File: src/pkg/phy_regs_pkg.sv
// Shared constants and types of the transceiver control and status bank
package phy_regs_pkg;

   // Byte offsets on the two-wire serial interface
   localparam logic [7:0] LINE_CTRL_SET_ADDR = 8'h06;
   localparam logic [7:0] LINE_CTRL_CLR_ADDR = 8'h07;
   localparam logic [7:0] LIVE_STATUS_ADDR = 8'h08;
   localparam logic [7:0] PWR_CTRL_SET_ADDR = 8'h12;
   localparam logic [7:0] PWR_CTRL_CLR_ADDR = 8'h13;

   // Reset values of control registers, and the value read at unmapped offsets
   localparam logic [7:0] LINE_CTRL_RESET = 8'h00;
   localparam logic [7:0] PWR_CTRL_RESET = 8'h00;
   localparam logic [7:0] UNMAPPED_READ = 8'h00;

   // Line and VBUS control fields
   localparam int POS_LINE_PULLUP_BIT = 0;
   localparam int NEG_LINE_PULLUP_BIT = 1;
   localparam int POS_LINE_PULLDOWN_BIT = 2;
   localparam int NEG_LINE_PULLDOWN_BIT = 3;
   localparam int IDENT_PIN_TIE_LOW_BIT = 4;
   localparam int VBUS_PUMP_DRIVE_BIT = 5;
   localparam int VBUS_DISCHARGE_BIT = 6;
   localparam int VBUS_CHARGE_BIT = 7;

   // Power and auxiliary control fields
   localparam int POWER_DOWN_REQUEST_BIT = 0;
   localparam int PUMP_DISABLE_BIT = 1;
   localparam int IDENT_COMPARATORS_DISABLE_BIT = 2;
   localparam int CARKIT_LEVEL_SELECT_BIT = 3;
   localparam int SESS_END_REPORT_BIT = 4;
   localparam int PUMP_EXT_CLOCK_BIT = 5;
   localparam int IDENT_STRONG_PULLUP_BIT = 6;
   localparam int SCL_BIDIR_BIT = 7;

   // Live status fields
   localparam int ST_VBUS_VALID_BIT = 0;
   localparam int ST_SESS_VALID_BIT = 1;
   localparam int ST_POS_LINE_HIGH_BIT = 2;
   localparam int ST_IDENT_PIN_GROUNDED_BIT = 3;
   localparam int ST_NEG_LINE_HIGH_BIT = 4;
   localparam int ST_IDENT_PIN_OPEN_BIT = 5;
   localparam int ST_ATTACH_OR_SESS_END_BIT = 6;
   localparam int ST_CARKIT_PULSE_SEEN_BIT = 7;

   // Serial bit counter value at the end of a byte
   localparam logic [3:0] BITS_PER_BYTE = 4'h8;

   // Synchronised input vector layout
   localparam int SYNC_WIDTH = 11;
   localparam int IN_SCL = 0;
   localparam int IN_SDA = 1;
   localparam int IN_VBUS_VALID = 2;
   localparam int IN_SESS_VALID = 3;
   localparam int IN_SESS_END = 4;
   localparam int IN_POS_LINE = 5;
   localparam int IN_NEG_LINE = 6;
   localparam int IN_IDENT_GND = 7;
   localparam int IN_IDENT_OPEN = 8;
   localparam int IN_CARKIT_LOW = 9;
   localparam int IN_CARKIT_HIGH = 10;
   // Bus idle high and no single-ended zero while the flops fill
   localparam logic [SYNC_WIDTH-1:0] SYNC_RESET = 11'h063;

   typedef enum logic [3:0]
   {
      SER_IDLE = 4'b0000,
      SER_ADDR = 4'b0001,
      SER_ADDR_ACK = 4'b0010,
      SER_REG = 4'b0011,
      SER_REG_ACK = 4'b0100,
      SER_WDATA = 4'b0101,
      SER_WDATA_ACK = 4'b0110,
      SER_RDATA = 4'b0111,
      SER_RDATA_ACK = 4'b1000
   } ser_state_e;

endpackage

File: src/hw/level_sync.sv
// Two flip-flop synchroniser for a vector of independent levels
`timescale 1ns/10ps
module level_sync
   import phy_regs_pkg::*;
#(
   parameter int WIDTH = 1,
   // Idle level of each pin, so no false edge follows reset
   parameter logic [WIDTH-1:0] RESET_VAL = '0
)
(
   input wire logic clk,
   input wire logic nrst,
   input wire logic [WIDTH-1:0] async_in,
   output logic [WIDTH-1:0] sync_out
);

   typedef struct packed
   {
      logic [WIDTH-1:0] meta;
      logic [WIDTH-1:0] stable;
   } sync_s;

   sync_s st_ff;
   sync_s nxt_st;

   if (WIDTH < 1)
   begin : g_bad_width
      $error("level_sync needs WIDTH of at least 1");
   end

   always_comb
   begin
      nxt_st = st_ff;
      nxt_st.meta = async_in;
      // First stage feeds only the second
      nxt_st.stable = st_ff.meta;
   end

   always_ff @(posedge clk or negedge nrst)
   begin
      if (!nrst)
      begin
         st_ff <= '{meta: RESET_VAL, stable: RESET_VAL};
      end
      else
      begin
         st_ff <= nxt_st;
      end
   end

   assign sync_out = st_ff.stable;

endmodule

File: src/hw/otg_phy_control_status_regs.sv
// Control and live status registers of the transceiver, serial slave access
//
// Operation
// - Line control at 0x06/0x07; bit0 positive pull-up
// - Bit1 connects negative line pull-up
// - Bits 2 and 3 connect line pull-downs
// - Bit4 ties identification pin to ground
// - Bit5 powers VBUS from charge pump
// - Bit6 discharges VBUS through resistor
// - Bit7 charges VBUS through resistor
// - Power control at 0x12/0x13; bit0 power-down
// - Bit1 switches the charge pump off
// - Bit2 disables ID comparators, pull-up stays
// - Bit3 picks car-kit level low or high
// - Bit4 routes session end to status bit6 while attach is disabled
// - Bit5 selects external pump oscillator
// - Bit6 selects strong identification pull-up
// - Bit7 makes serial clock line bidirectional
// - Read-only live status at 0x08
// - Status bit0 shows VBUS valid
// - Status bit1 shows session valid
// - Status bits 2 and 4 show line levels
// - Status bit6 shows attach after SE0
// - Status bit6 shows session end when routed and attach is disabled
// - Status bit7 shows car-kit pulse detection
// - Set address sets ones, clear address clears
// - Set and clear addresses read same contents
// - Attach pull-up on SE0 and flag it
`timescale 1ns/10ps
module otg_phy_control_status_regs
   import phy_regs_pkg::*;
#(
   parameter logic [6:0] DEV_ADDR = 7'h2D
)
(
   input wire logic CLK,
   input wire logic NRST,
   input wire logic SCL_IN,
   output logic SCL_BIDIR_EN,
   input wire logic SDA_IN,
   output logic SDA_OUT,
   output logic SDA_OE,
   input wire logic DISC_ATTACH_EN,
   input wire logic VBUS_VALID_CMP,
   input wire logic SESS_VALID_CMP,
   input wire logic SESS_END_CMP,
   input wire logic POS_LINE_LEVEL,
   input wire logic NEG_LINE_LEVEL,
   input wire logic IDENT_GND_CMP,
   input wire logic IDENT_OPEN_CMP,
   input wire logic CARKIT_LOW_CMP,
   input wire logic CARKIT_HIGH_CMP,
   output logic POS_LINE_PULLUP,
   output logic NEG_LINE_PULLUP,
   output logic POS_LINE_PULLDOWN,
   output logic NEG_LINE_PULLDOWN,
   output logic IDENT_PIN_TIE_LOW,
   output logic VBUS_PUMP_DRIVE,
   output logic VBUS_DISCHARGE,
   output logic VBUS_CHARGE,
   output logic POWER_DOWN_REQUEST,
   output logic PUMP_DISABLE,
   output logic IDENT_COMPARATORS_DISABLE,
   output logic CARKIT_LEVEL_SELECT,
   output logic PUMP_EXT_CLOCK,
   output logic IDENT_STRONG_PULLUP,
   output logic ATTACH_EVENT
);

   ////////////////////////////////////////////////////////////////////////
   // State

   typedef struct packed
   {
      ser_state_e state;
      logic scl_q;
      logic sda_q;
      logic [3:0] bitcnt;
      logic [7:0] shreg;
      logic [7:0] reg_ptr;
      logic rd_mode;
      logic master_ack;
      logic sda_oe;
      logic [7:0] line_ctrl;
      logic [7:0] pwr_ctrl;
      logic [7:0] status;
      logic attached;
      logic attach_evt;
      logic pos_pullup;
   } regs_s;

   regs_s st_ff;
   regs_s nxt_st;
   logic [SYNC_WIDTH-1:0] sync_in;

   // Addresses 0..7 and 0x78..0x7F are reserved on the serial bus
   if (DEV_ADDR < 7'h08 || DEV_ADDR > 7'h77)
   begin : g_bad_addr
      $error("DEV_ADDR lies in a reserved serial address range");
   end

   ////////////////////////////////////////////////////////////////////////
   // Input synchronisers

   level_sync #(.WIDTH(SYNC_WIDTH), .RESET_VAL(SYNC_RESET)) u_sync
   (
      .clk(CLK),
      .nrst(NRST),
      .async_in({CARKIT_HIGH_CMP, CARKIT_LOW_CMP, IDENT_OPEN_CMP,
                 IDENT_GND_CMP, NEG_LINE_LEVEL, POS_LINE_LEVEL,
                 SESS_END_CMP, SESS_VALID_CMP, VBUS_VALID_CMP,
                 SDA_IN, SCL_IN}),
      .sync_out(sync_in)
   );

   ////////////////////////////////////////////////////////////////////////
   // Register access helpers

   function automatic logic [7:0] read_byte(input logic [7:0] addr,
                                            input regs_s s);
      logic [7:0] v;
      v = UNMAPPED_READ;
      case (addr)
         LINE_CTRL_SET_ADDR, LINE_CTRL_CLR_ADDR: v = s.line_ctrl;
         PWR_CTRL_SET_ADDR, PWR_CTRL_CLR_ADDR: v = s.pwr_ctrl;
         LIVE_STATUS_ADDR: v = s.status;
         default: v = UNMAPPED_READ;
      endcase
      return v;
   endfunction

   ////////////////////////////////////////////////////////////////////////
   // Next state

   logic scl;
   logic sda;
   logic scl_rise;
   logic scl_fall;
   logic start_cond;
   logic stop_cond;
   logic se0;
   logic [7:0] rbyte;
   logic [7:0] live;

   assign scl = sync_in[IN_SCL];
   assign sda = sync_in[IN_SDA];
   assign scl_rise = scl & ~st_ff.scl_q;
   assign scl_fall = ~scl & st_ff.scl_q;
   assign start_cond = scl & st_ff.scl_q & st_ff.sda_q & ~sda;
   assign stop_cond = scl & st_ff.scl_q & ~st_ff.sda_q & sda;
   assign se0 = ~sync_in[IN_POS_LINE] & ~sync_in[IN_NEG_LINE];
   assign rbyte = read_byte(st_ff.reg_ptr, st_ff);

   always_comb
   begin
      nxt_st = st_ff;
      nxt_st.scl_q = scl;
      nxt_st.sda_q = sda;
      nxt_st.attach_evt = 1'b0;

      // Serial slave: address, register pointer, then data bytes
      if (stop_cond)
      begin
         nxt_st.state = SER_IDLE;
         nxt_st.sda_oe = 1'b0;
      end
      else if (start_cond)
      begin
         // Repeated start keeps the pointer for a following read
         nxt_st.state = SER_ADDR;
         nxt_st.bitcnt = 4'h0;
         nxt_st.sda_oe = 1'b0;
      end
      else
      begin
         case (st_ff.state)
            SER_IDLE: nxt_st.sda_oe = 1'b0;
            SER_ADDR, SER_REG, SER_WDATA:
            begin
               if (scl_rise)
               begin
                  nxt_st.shreg = {st_ff.shreg[6:0], sda};
                  nxt_st.bitcnt = st_ff.bitcnt + 4'h1;
               end
               else if (scl_fall && st_ff.bitcnt == BITS_PER_BYTE)
               begin
                  nxt_st.sda_oe = 1'b1;
                  if (st_ff.state == SER_ADDR)
                  begin
                     if (st_ff.shreg[7:1] == DEV_ADDR)
                     begin
                        nxt_st.rd_mode = st_ff.shreg[0];
                        nxt_st.state = SER_ADDR_ACK;
                     end
                     else
                     begin
                        nxt_st.sda_oe = 1'b0;
                        nxt_st.state = SER_IDLE;
                     end
                  end
                  else if (st_ff.state == SER_REG)
                  begin
                     nxt_st.reg_ptr = st_ff.shreg;
                     nxt_st.state = SER_REG_ACK;
                  end
                  else
                  begin
                     case (st_ff.reg_ptr)
                        LINE_CTRL_SET_ADDR:
                           nxt_st.line_ctrl = st_ff.line_ctrl
                                              | st_ff.shreg;
                        LINE_CTRL_CLR_ADDR:
                           nxt_st.line_ctrl = st_ff.line_ctrl
                                              & ~st_ff.shreg;
                        PWR_CTRL_SET_ADDR:
                           nxt_st.pwr_ctrl = st_ff.pwr_ctrl
                                             | st_ff.shreg;
                        PWR_CTRL_CLR_ADDR:
                           nxt_st.pwr_ctrl = st_ff.pwr_ctrl
                                             & ~st_ff.shreg;
                        // Status and unmapped offsets ignore writes
                        default: nxt_st.line_ctrl = st_ff.line_ctrl;
                     endcase
                     nxt_st.reg_ptr = st_ff.reg_ptr + 8'h01;
                     nxt_st.state = SER_WDATA_ACK;
                  end
               end
            end
            SER_ADDR_ACK:
            begin
               if (scl_fall)
               begin
                  nxt_st.bitcnt = 4'h0;
                  if (st_ff.rd_mode)
                  begin
                     nxt_st.shreg = rbyte;
                     nxt_st.reg_ptr = st_ff.reg_ptr + 8'h01;
                     nxt_st.sda_oe = ~rbyte[7];
                     nxt_st.state = SER_RDATA;
                  end
                  else
                  begin
                     nxt_st.sda_oe = 1'b0;
                     nxt_st.state = SER_REG;
                  end
               end
            end
            SER_REG_ACK, SER_WDATA_ACK:
            begin
               if (scl_fall)
               begin
                  nxt_st.sda_oe = 1'b0;
                  nxt_st.bitcnt = 4'h0;
                  nxt_st.state = SER_WDATA;
               end
            end
            SER_RDATA:
            begin
               if (scl_rise)
                  nxt_st.bitcnt = st_ff.bitcnt + 4'h1;
               else if (scl_fall)
               begin
                  if (st_ff.bitcnt == BITS_PER_BYTE)
                  begin
                     nxt_st.sda_oe = 1'b0;
                     nxt_st.state = SER_RDATA_ACK;
                  end
                  else
                  begin
                     nxt_st.shreg = {st_ff.shreg[6:0], 1'b0};
                     nxt_st.sda_oe = ~st_ff.shreg[6];
                  end
               end
            end
            SER_RDATA_ACK:
            begin
               if (scl_rise)
                  nxt_st.master_ack = ~sda;
               else if (scl_fall)
               begin
                  nxt_st.bitcnt = 4'h0;
                  // Master NACK ends the read; wait for stop
                  if (st_ff.master_ack)
                  begin
                     nxt_st.shreg = rbyte;
                     nxt_st.reg_ptr = st_ff.reg_ptr + 8'h01;
                     nxt_st.sda_oe = ~rbyte[7];
                     nxt_st.state = SER_RDATA;
                  end
                  else
                     nxt_st.state = SER_IDLE;
               end
            end
            default:
            begin
               nxt_st.state = SER_IDLE;
               nxt_st.sda_oe = 1'b0;
            end
         endcase
      end

      // Automatic attach after SE0 while the feature is enabled
      if (!DISC_ATTACH_EN)
         nxt_st.attached = 1'b0;
      else if (se0 && !st_ff.attached)
      begin
         nxt_st.attached = 1'b1;
         nxt_st.attach_evt = 1'b1;
      end
      nxt_st.pos_pullup = nxt_st.line_ctrl[POS_LINE_PULLUP_BIT]
                          | nxt_st.attached;

      // Live status, one clock behind the synchronised inputs
      live[ST_VBUS_VALID_BIT] = sync_in[IN_VBUS_VALID];
      live[ST_SESS_VALID_BIT] = sync_in[IN_SESS_VALID];
      live[ST_POS_LINE_HIGH_BIT] = sync_in[IN_POS_LINE];
      live[ST_NEG_LINE_HIGH_BIT] = sync_in[IN_NEG_LINE];
      // Disabled ID comparators report nothing
      live[ST_IDENT_PIN_GROUNDED_BIT] = sync_in[IN_IDENT_GND]
         & ~st_ff.pwr_ctrl[IDENT_COMPARATORS_DISABLE_BIT];
      live[ST_IDENT_PIN_OPEN_BIT] = sync_in[IN_IDENT_OPEN]
         & ~st_ff.pwr_ctrl[IDENT_COMPARATORS_DISABLE_BIT];
      live[ST_ATTACH_OR_SESS_END_BIT] = DISC_ATTACH_EN ? st_ff.attached
         : sync_in[IN_SESS_END]
         & st_ff.pwr_ctrl[SESS_END_REPORT_BIT];
      live[ST_CARKIT_PULSE_SEEN_BIT] =
         st_ff.pwr_ctrl[CARKIT_LEVEL_SELECT_BIT]
         ? sync_in[IN_CARKIT_HIGH] : sync_in[IN_CARKIT_LOW];
      nxt_st.status = live;
   end

   always_ff @(posedge CLK or negedge NRST)
   begin
      if (!NRST)
      begin
         st_ff <= '{state: SER_IDLE, scl_q: 1'b1, sda_q: 1'b1,
                    bitcnt: 4'h0, shreg: 8'h00, reg_ptr: 8'h00,
                    rd_mode: 1'b0, master_ack: 1'b0, sda_oe: 1'b0,
                    line_ctrl: LINE_CTRL_RESET, pwr_ctrl: PWR_CTRL_RESET,
                    status: 8'h00, attached: 1'b0, attach_evt: 1'b0,
                    pos_pullup: 1'b0};
      end
      else
         st_ff <= nxt_st;
   end

   ////////////////////////////////////////////////////////////////////////
   // Outputs
   assign SDA_OUT = 1'b0;
   assign SDA_OE = st_ff.sda_oe;
   // Slave never stretches; bit only sets the pad direction
   assign SCL_BIDIR_EN = st_ff.pwr_ctrl[SCL_BIDIR_BIT];
   assign POS_LINE_PULLUP = st_ff.pos_pullup;
   assign NEG_LINE_PULLUP = st_ff.line_ctrl[NEG_LINE_PULLUP_BIT];
   assign POS_LINE_PULLDOWN = st_ff.line_ctrl[POS_LINE_PULLDOWN_BIT];
   assign NEG_LINE_PULLDOWN = st_ff.line_ctrl[NEG_LINE_PULLDOWN_BIT];
   assign IDENT_PIN_TIE_LOW = st_ff.line_ctrl[IDENT_PIN_TIE_LOW_BIT];
   assign VBUS_PUMP_DRIVE = st_ff.line_ctrl[VBUS_PUMP_DRIVE_BIT];
   assign VBUS_DISCHARGE = st_ff.line_ctrl[VBUS_DISCHARGE_BIT];
   assign VBUS_CHARGE = st_ff.line_ctrl[VBUS_CHARGE_BIT];
   assign POWER_DOWN_REQUEST = st_ff.pwr_ctrl[POWER_DOWN_REQUEST_BIT];
   assign PUMP_DISABLE = st_ff.pwr_ctrl[PUMP_DISABLE_BIT];
   assign IDENT_COMPARATORS_DISABLE =
      st_ff.pwr_ctrl[IDENT_COMPARATORS_DISABLE_BIT];
   assign CARKIT_LEVEL_SELECT = st_ff.pwr_ctrl[CARKIT_LEVEL_SELECT_BIT];
   assign PUMP_EXT_CLOCK = st_ff.pwr_ctrl[PUMP_EXT_CLOCK_BIT];
   assign IDENT_STRONG_PULLUP = st_ff.pwr_ctrl[IDENT_STRONG_PULLUP_BIT];
   assign ATTACH_EVENT = st_ff.attach_evt;

endmodule

File: config.mk
export PLATFORM = sky130hd
export DESIGN_NAME = otg_phy_control_status_regs
export DESIGN_NICKNAME = d
export VERILOG_FILES = /design/src/pkg/phy_regs_pkg.sv /design/src/hw/level_sync.sv /design/src/hw/otg_phy_control_status_regs.sv
export SDC_FILE = /design/constraint.sdc
export NUM_CORES = 1
export LEC_CHECK = 0
export ABC_AREA = 1
export CORE_ASPECT_RATIO = 0.9
export CORE_MARGIN = 5
export CORE_UTILIZATION = 25
export DETAILED_ROUTE_END_ITERATION = 16
export DONT_BUFFER_PORTS = 1
export PLACE_DENSITY = 0.37
export SLEW_MARGIN = 20
export SYNTH_ARGS = -nofsm -noshare
export SYNTH_HDL_FRONTEND = slang
export SYNTH_HIERARCHICAL = 1
export SYNTH_SLANG_ARGS = --single-unit
File: constraint.sdc
create_clock -name CLK -period 1.7 [get_ports CLK]
set_input_delay 0.085 -clock CLK [delete_from_list [all_inputs] [get_ports CLK]]
set_output_delay 0.085 -clock CLK [all_outputs]
set_load 0.05 [all_outputs]
* Yosys cells after proc, flatten, opt, wreduce, memory -nomap -nowiden
Index checks and enable logic that the tools add are counted. Widths: inputs -> output; s select.
Storage, ports and cells: flip-flop bits (word level) 78
Operators by class: $add $sub $neg 2, equal/unequal tests 44, multiplexer cells 67, bitwise logic cells 31, reductions and logical operators 22
Operators by type and width (number):
- $mux 16 | 4
- $mux 20 | 3
- $mux 4 | 15
- $pmux 8 s3 | 2
- $mux 9 | 5
- $mux 8 | 5
- $ne 4x4->1 const B | 10
- $mux 17 | 2
- $pmux 8 s2 | 2
- $pmux 8 s4 | 1
- $ne 2x2->1 const B | 12
- $pmux 4 s6 | 1
- $reduce_and 8->1 | 3
- $ne 3x3->1 const B | 7
- $pmux 4 s5 | 1
- $mux 1 | 19
- $and 8x8->8 | 2
- $eq 4x3->1 const B | 4
- $eq 8x3->1 const B | 2
- $eq 8x5->1 const B | 2
- $or 8x8->8 | 2
- $not 1->1 | 14
- $mux 12 | 1
- $reduce_and 12->1 | 1
- other kinds (27) | 46

* Longest topological paths before layout
depth after elaboration 11, depth in mapped cells 13

* Cells and area by module
The synthesis kept the hierarchy.
Modules (own cells, without submodules):
- otg_phy_control_status_regs | instances 1, cells an instance 504, area an instance 3563.4 um^2
- level_sync | instances 1, cells an instance 22, area an instance 560.5 um^2

* Least setup slack after synthesis
No wires, ideal clock.
path kind reg2reg, start register st_ff[30] (netlist bit), end register with a tool-made name, library setup time 0.119 ns, arrival 1.556 ns, required time 1.581 ns, setup slack 0.025 ns, stages on the path, launching flop included 9, buffers on the path 0, clock period less this slack 1.675 ns, cells stage by stage dfrtp_1 -> inv_1 -> ha_1 -> inv_1 -> nand2_1 -> nand4_1 -> nor2_8 -> nand2_2 -> o21a_1
RTL lines:
- from (decl) | RTL line otg_phy_control_status_regs.sv:92 | regs_s st_ff;
- from (signal assigned) | RTL line otg_phy_control_status_regs.sv:336 | st_ff <= '{state: SER_IDLE, scl_q: 1'b1, sda_q: 1'b1,
- from (signal assigned) | RTL line otg_phy_control_status_regs.sv:344 | st_ff <= nxt_st;

* Worst setup path after layout
start register st_ff[55] (netlist bit), end register st_ff, in the netlist VBUS_CHARGE
Between the ends: word-level cells in the longest chain between the ends 3
Ends and longest elaborated chain (RTL line):
- $eq 4x1->1 (tied with other cells) | otg_phy_control_status_regs.sv:176, otg_phy_control_status_regs.sv:188
- $reduce_or 3->1 or $not 1->1 (tied branches)
- $reduce_and 8->1 (no source line) *
Mark *: on every way between the ends. The rest lies on a longest branch, timed or not. A chain may end at the register's enable or synchronous reset.

==> results.txt <==
* Buffer depth of the longest clock path: 2
- PnR worst setup slack: -0.0187 ns
- In this run the cell area measured after placement is 4960 um2.
- The top cell types in the final layout, fill and taps aside, are nand2_1 (112), buf_4 (89), nor2_1 (66).
- Clock latency reported for the late side of the worst-skew pair: about 0.35 ns
- Using the TritonRoute via totals, the vias-per-cell ratio works out to roughly 4.6.
* Normalized max-slew margin: 0.643
* Sequential standard cell area: 1970 um2
* Buffers added on ports: 0
* Post-layout utilization of the core: 0.361
- In this run the critical register-to-register path is launched from st_ff[55]$_DFFE_PN0P_.
* Combinational share of power: 0.379
* Reported net switching power: 2.55 mW
- For this run the aggregate overflow at the end of global routing stands at 0.
* Final design area excluding fillers: 5840 um2
- Met2 Routed Length: 5880 um
- Cell at the root of the clock tree: clkbuf_16
* Final TNS setup: -0.0249 ns
- Status: complete, but fails checks
* Worst ir drop on vdd: between 0.5 and 0.6 mV
- After detailed routing, the total wire length is 12,900 um.
- DR DRC count: 0
- In this run the number of H-tree levels came out at 3.
- Initial standard-cell utilization of the core: 0.255
- Summing over every cut layer, the via total after detailed routing is about 3,900.
- Number of detailed-route iterations in the first pass: 4
* Category of the critical setup timing path: reg -> reg
* Violated checks: hold timing, setup timing
- Of all nets on the critical path, the largest fanout is 6.
- The number of antenna violations at the first check in global routing was 0.
* Area added between synthesis and finish: 41.6%
- Die height: 132 um
- In the global route stage, overall resource usage came out at 0.133.
- Critical Path RT: 1.93 ns
- Number of antenna cells inserted: 0
* Chip width: around 150 um
* Number of synthesis warnings: 6
* Flip-flop and latch count after synthesis: 78
* Clock skew after layout: 0.0111 ns
- For this block, wires on met1 add up to 6230 um.
- The worst setup path is launched from a register.
- Type of element capturing the critical path: register
* Start point of the critical path: st_ff[55]$_DFFE_PN0P_
- Static timing analysis puts the maximum clock frequency at 0.582 GHz.
- The via count of the first global-routing pass was approximately 3,800.
- The share of total power dissipated in sequential elements is 0.330.
* Measured slew at the worst slew-check pin: approximately 0.54 ns
* Area of the core region: 16,200 um2
- Final Total Pwr: 6.76 mW
- Placer Congestion: 0.829
- Total I/O pin count: 32
- Reported leakage power: 2.95 nW
* Total length of routed met3 wires: 556 um
* Rows: 44
* Final hold viol count: 78
- Internal power comes to 4.21 mW.
- The count of pins over their slew limit was 0.
- The tree built by TritonCTS fans out to 78 sinks.
- Of the available clock period, the critical path in the final layout requires 1.01.
- Total CTS buffers: 9
- In this run the cell area of the synthesized design comes to approximately 4100 um2.
* Time the final worst path needs with I/O delays and setup: 1.72 ns
- Antenna-violating nets left: 0
* Largest net degree at the start of global routing: between 70 and 80
* PD cells: 1160 nW/um2
- The tool flagged a number of max-cap violations equal to 0.
* Fin cells: 852
* Commonest non-fill, non-tap cell in the layout: nand2_1
* Worst hold margin: -0.566 ns
- In this run the worst hold path is classified as in -> async.
* Share of power burned in the clock network: 0.291
- Sequential-to-total area share from yosys stat: 0.476
- OpenSTA, run right after detailed placement, puts the worst setup slack at -0.259 ns.
- Share of final-layout standard cells stronger than drive strength 1: 0.353
* Area of the die: 19,200 um2
* Routed length per placed instance: 15.1 um
* Gate count after technology mapping: 526
- Of the total power, the share spent switching nets is 0.377.
- In the final design database the tool counted 659 nets.
- CTS tree: done
* Combined area of the multi-input logic cells: 2140 um2
- When the netlist entered floorplanning its net count stood at about 550.
- Summed over all nets, the half-perimeter wirelength after detailed placement is approximately 9400 um.
* Post-synthesis area per instance: 7.84 um2
* Final setup violation count: 3
- Global-route wire length before repair: 20,300 um
* Uppermost metal layer occupied by signal nets: met4
- Hold repair after CTS inserted 12 buffers.
- Post-CTS clock slew at the launch and capture registers of the worst setup and hold paths: approximately 0.07 ns
- Arrival time worst endpoint: 1.95 ns
- Number of instances in the placed design: between 800 and 900
* RSZ-0062 raised after global routing: true
- Initial DRC Count: about 280
- After filler insertion, the fill cell instance count of the layout stands at 1,749.
- Yosys mapped the design onto 35 distinct sky130hd cell types.
metal layers:
| metal | vias to the layer above | GRT usage |
|---|---|---|
| li1 | 1921 | - |
| met4 | 0 | 0.0523 |
| met3 | 16 | 0.0230 |
| met5 | - | 0 |
| met2 | 96 | 0.203 |
| met1 | 1861 | 0.189 |
timing repair:
item	CTS	global route
cloned	1	1
endpoints found under the setup margin	42	43
pin swaps	13	30
buffers inserted	4	7
hold endpoints to repair	93	78
resized for setup	45	67
layout make-up:
type,instances,area share
clock buffers,9,0.0386
clock inverters,7,0.0126
inverters,62,0.0420
multi-input cells,375,0.366
flip-flops and latches,78,0.337
well taps,207,0.0443
repair buffers,114,0.159
synthesized netlist by cell type:
cell type,number,area share
o21ai_0,17,0.021
nor2_1,82,0.075
clkinv_2,1,0.0012
buf_4,6,0.011
o21ai_2,4,0.0085
a21oi_1,27,0.033
nand3_1,36,0.044
xnor2_1,1,0.0021
conb_1,1,0.00091
o21a_1,1,0.0018
o21bai_1,1,0.0018
inv_2,2,0.0018
inv_1,59,0.054
nor4_1,1,0.0015
nor2_2,5,0.0076
buf_2,3,0.0036
a21oi_4,2,0.0079
dfrtp_1,68,0.41
dfstp_2,10,0.064
nor2_4,3,0.0082
or2_2,1,0.0015
nand4_1,27,0.041
nand3b_1,1,0.0018
nand3_2,3,0.0073
nor3_1,10,0.012
a31oi_1,1,0.0015
o211ai_1,1,0.0018
nand2_2,8,0.012
nand2_1,128,0.12
nor2_8,2,0.0097
buf_6,3,0.0082
nand2_4,1,0.0027
o21ai_1,2,0.0024
ha_1,5,0.015
xor2_1,3,0.0064
cell families (layout without fill, tap and decap cells):
group | count (synthesis) | count (layout) | synth area share
buf+inv | 74 | 192 | 0.0795
other cells | 1 | 1 | 0.000909
compound gates | 56 | 56 | 0.0792
xor+xnor | 4 | 4 | 0.00850
simple gates | 308 | 309 | 0.340
fa+ha+maj | 5 | 5 | 0.0152
flops | 78 | 78 | 0.476
final timing paths:
path / cells past startpoint / slack [ns] / endpoint
worst max-delay path: 9 / -0.02 / VBUS_CHARGE$_DFFE_PN0P_
worst min-delay path: 0 / -0.57 / st_ff[28]$_DFFE_PN0P_
worst max register to register: 9 / -0.02 / VBUS_CHARGE$_DFFE_PN0P_
worst min register to register: 0 / 0.35 / u_sync/sync_out[7]$_DFF_PN0_
max in group asynchronous: 0 / 2.07 / u_sync/sync_out[5]$_DFF_PN1_
min in group CLK: 1 / 0.28 / u_sync/nxt_st[5]$_DFF_PN1_
power groups by stage:
| stage | Sequential [mW] | Clock, mW | Combinational [mW] |
|---|---|---|---|
| 2_1_floorplan | 2.29 | 0 | 1.22 |
| 3_3_place_gp | 2.23 | 0 | 2.17 |
| 3_5_place_dp | 2.23 | 0 | 2.16 |
| 4_1_cts | 2.22 | 2.03 | 2.38 |
| 5_1_grt | 2.25 | 2.12 | 2.83 |
| 6_report | 2.23 | 1.97 | 2.56 |
critical path, stage by stage (launching register included):
cell and delay (ns):
dfrtp_2 0.44, buf_4 0.16, nor2_4 0.16, nand2_4 0.10, a21oi_4 0.19, buf_6 0.16
buf_6 0.12, nand4_1 0.10, nor2_1 0.12, a21oi_1 0.05
Note: power is estimated with default switching activity, not from simulation.
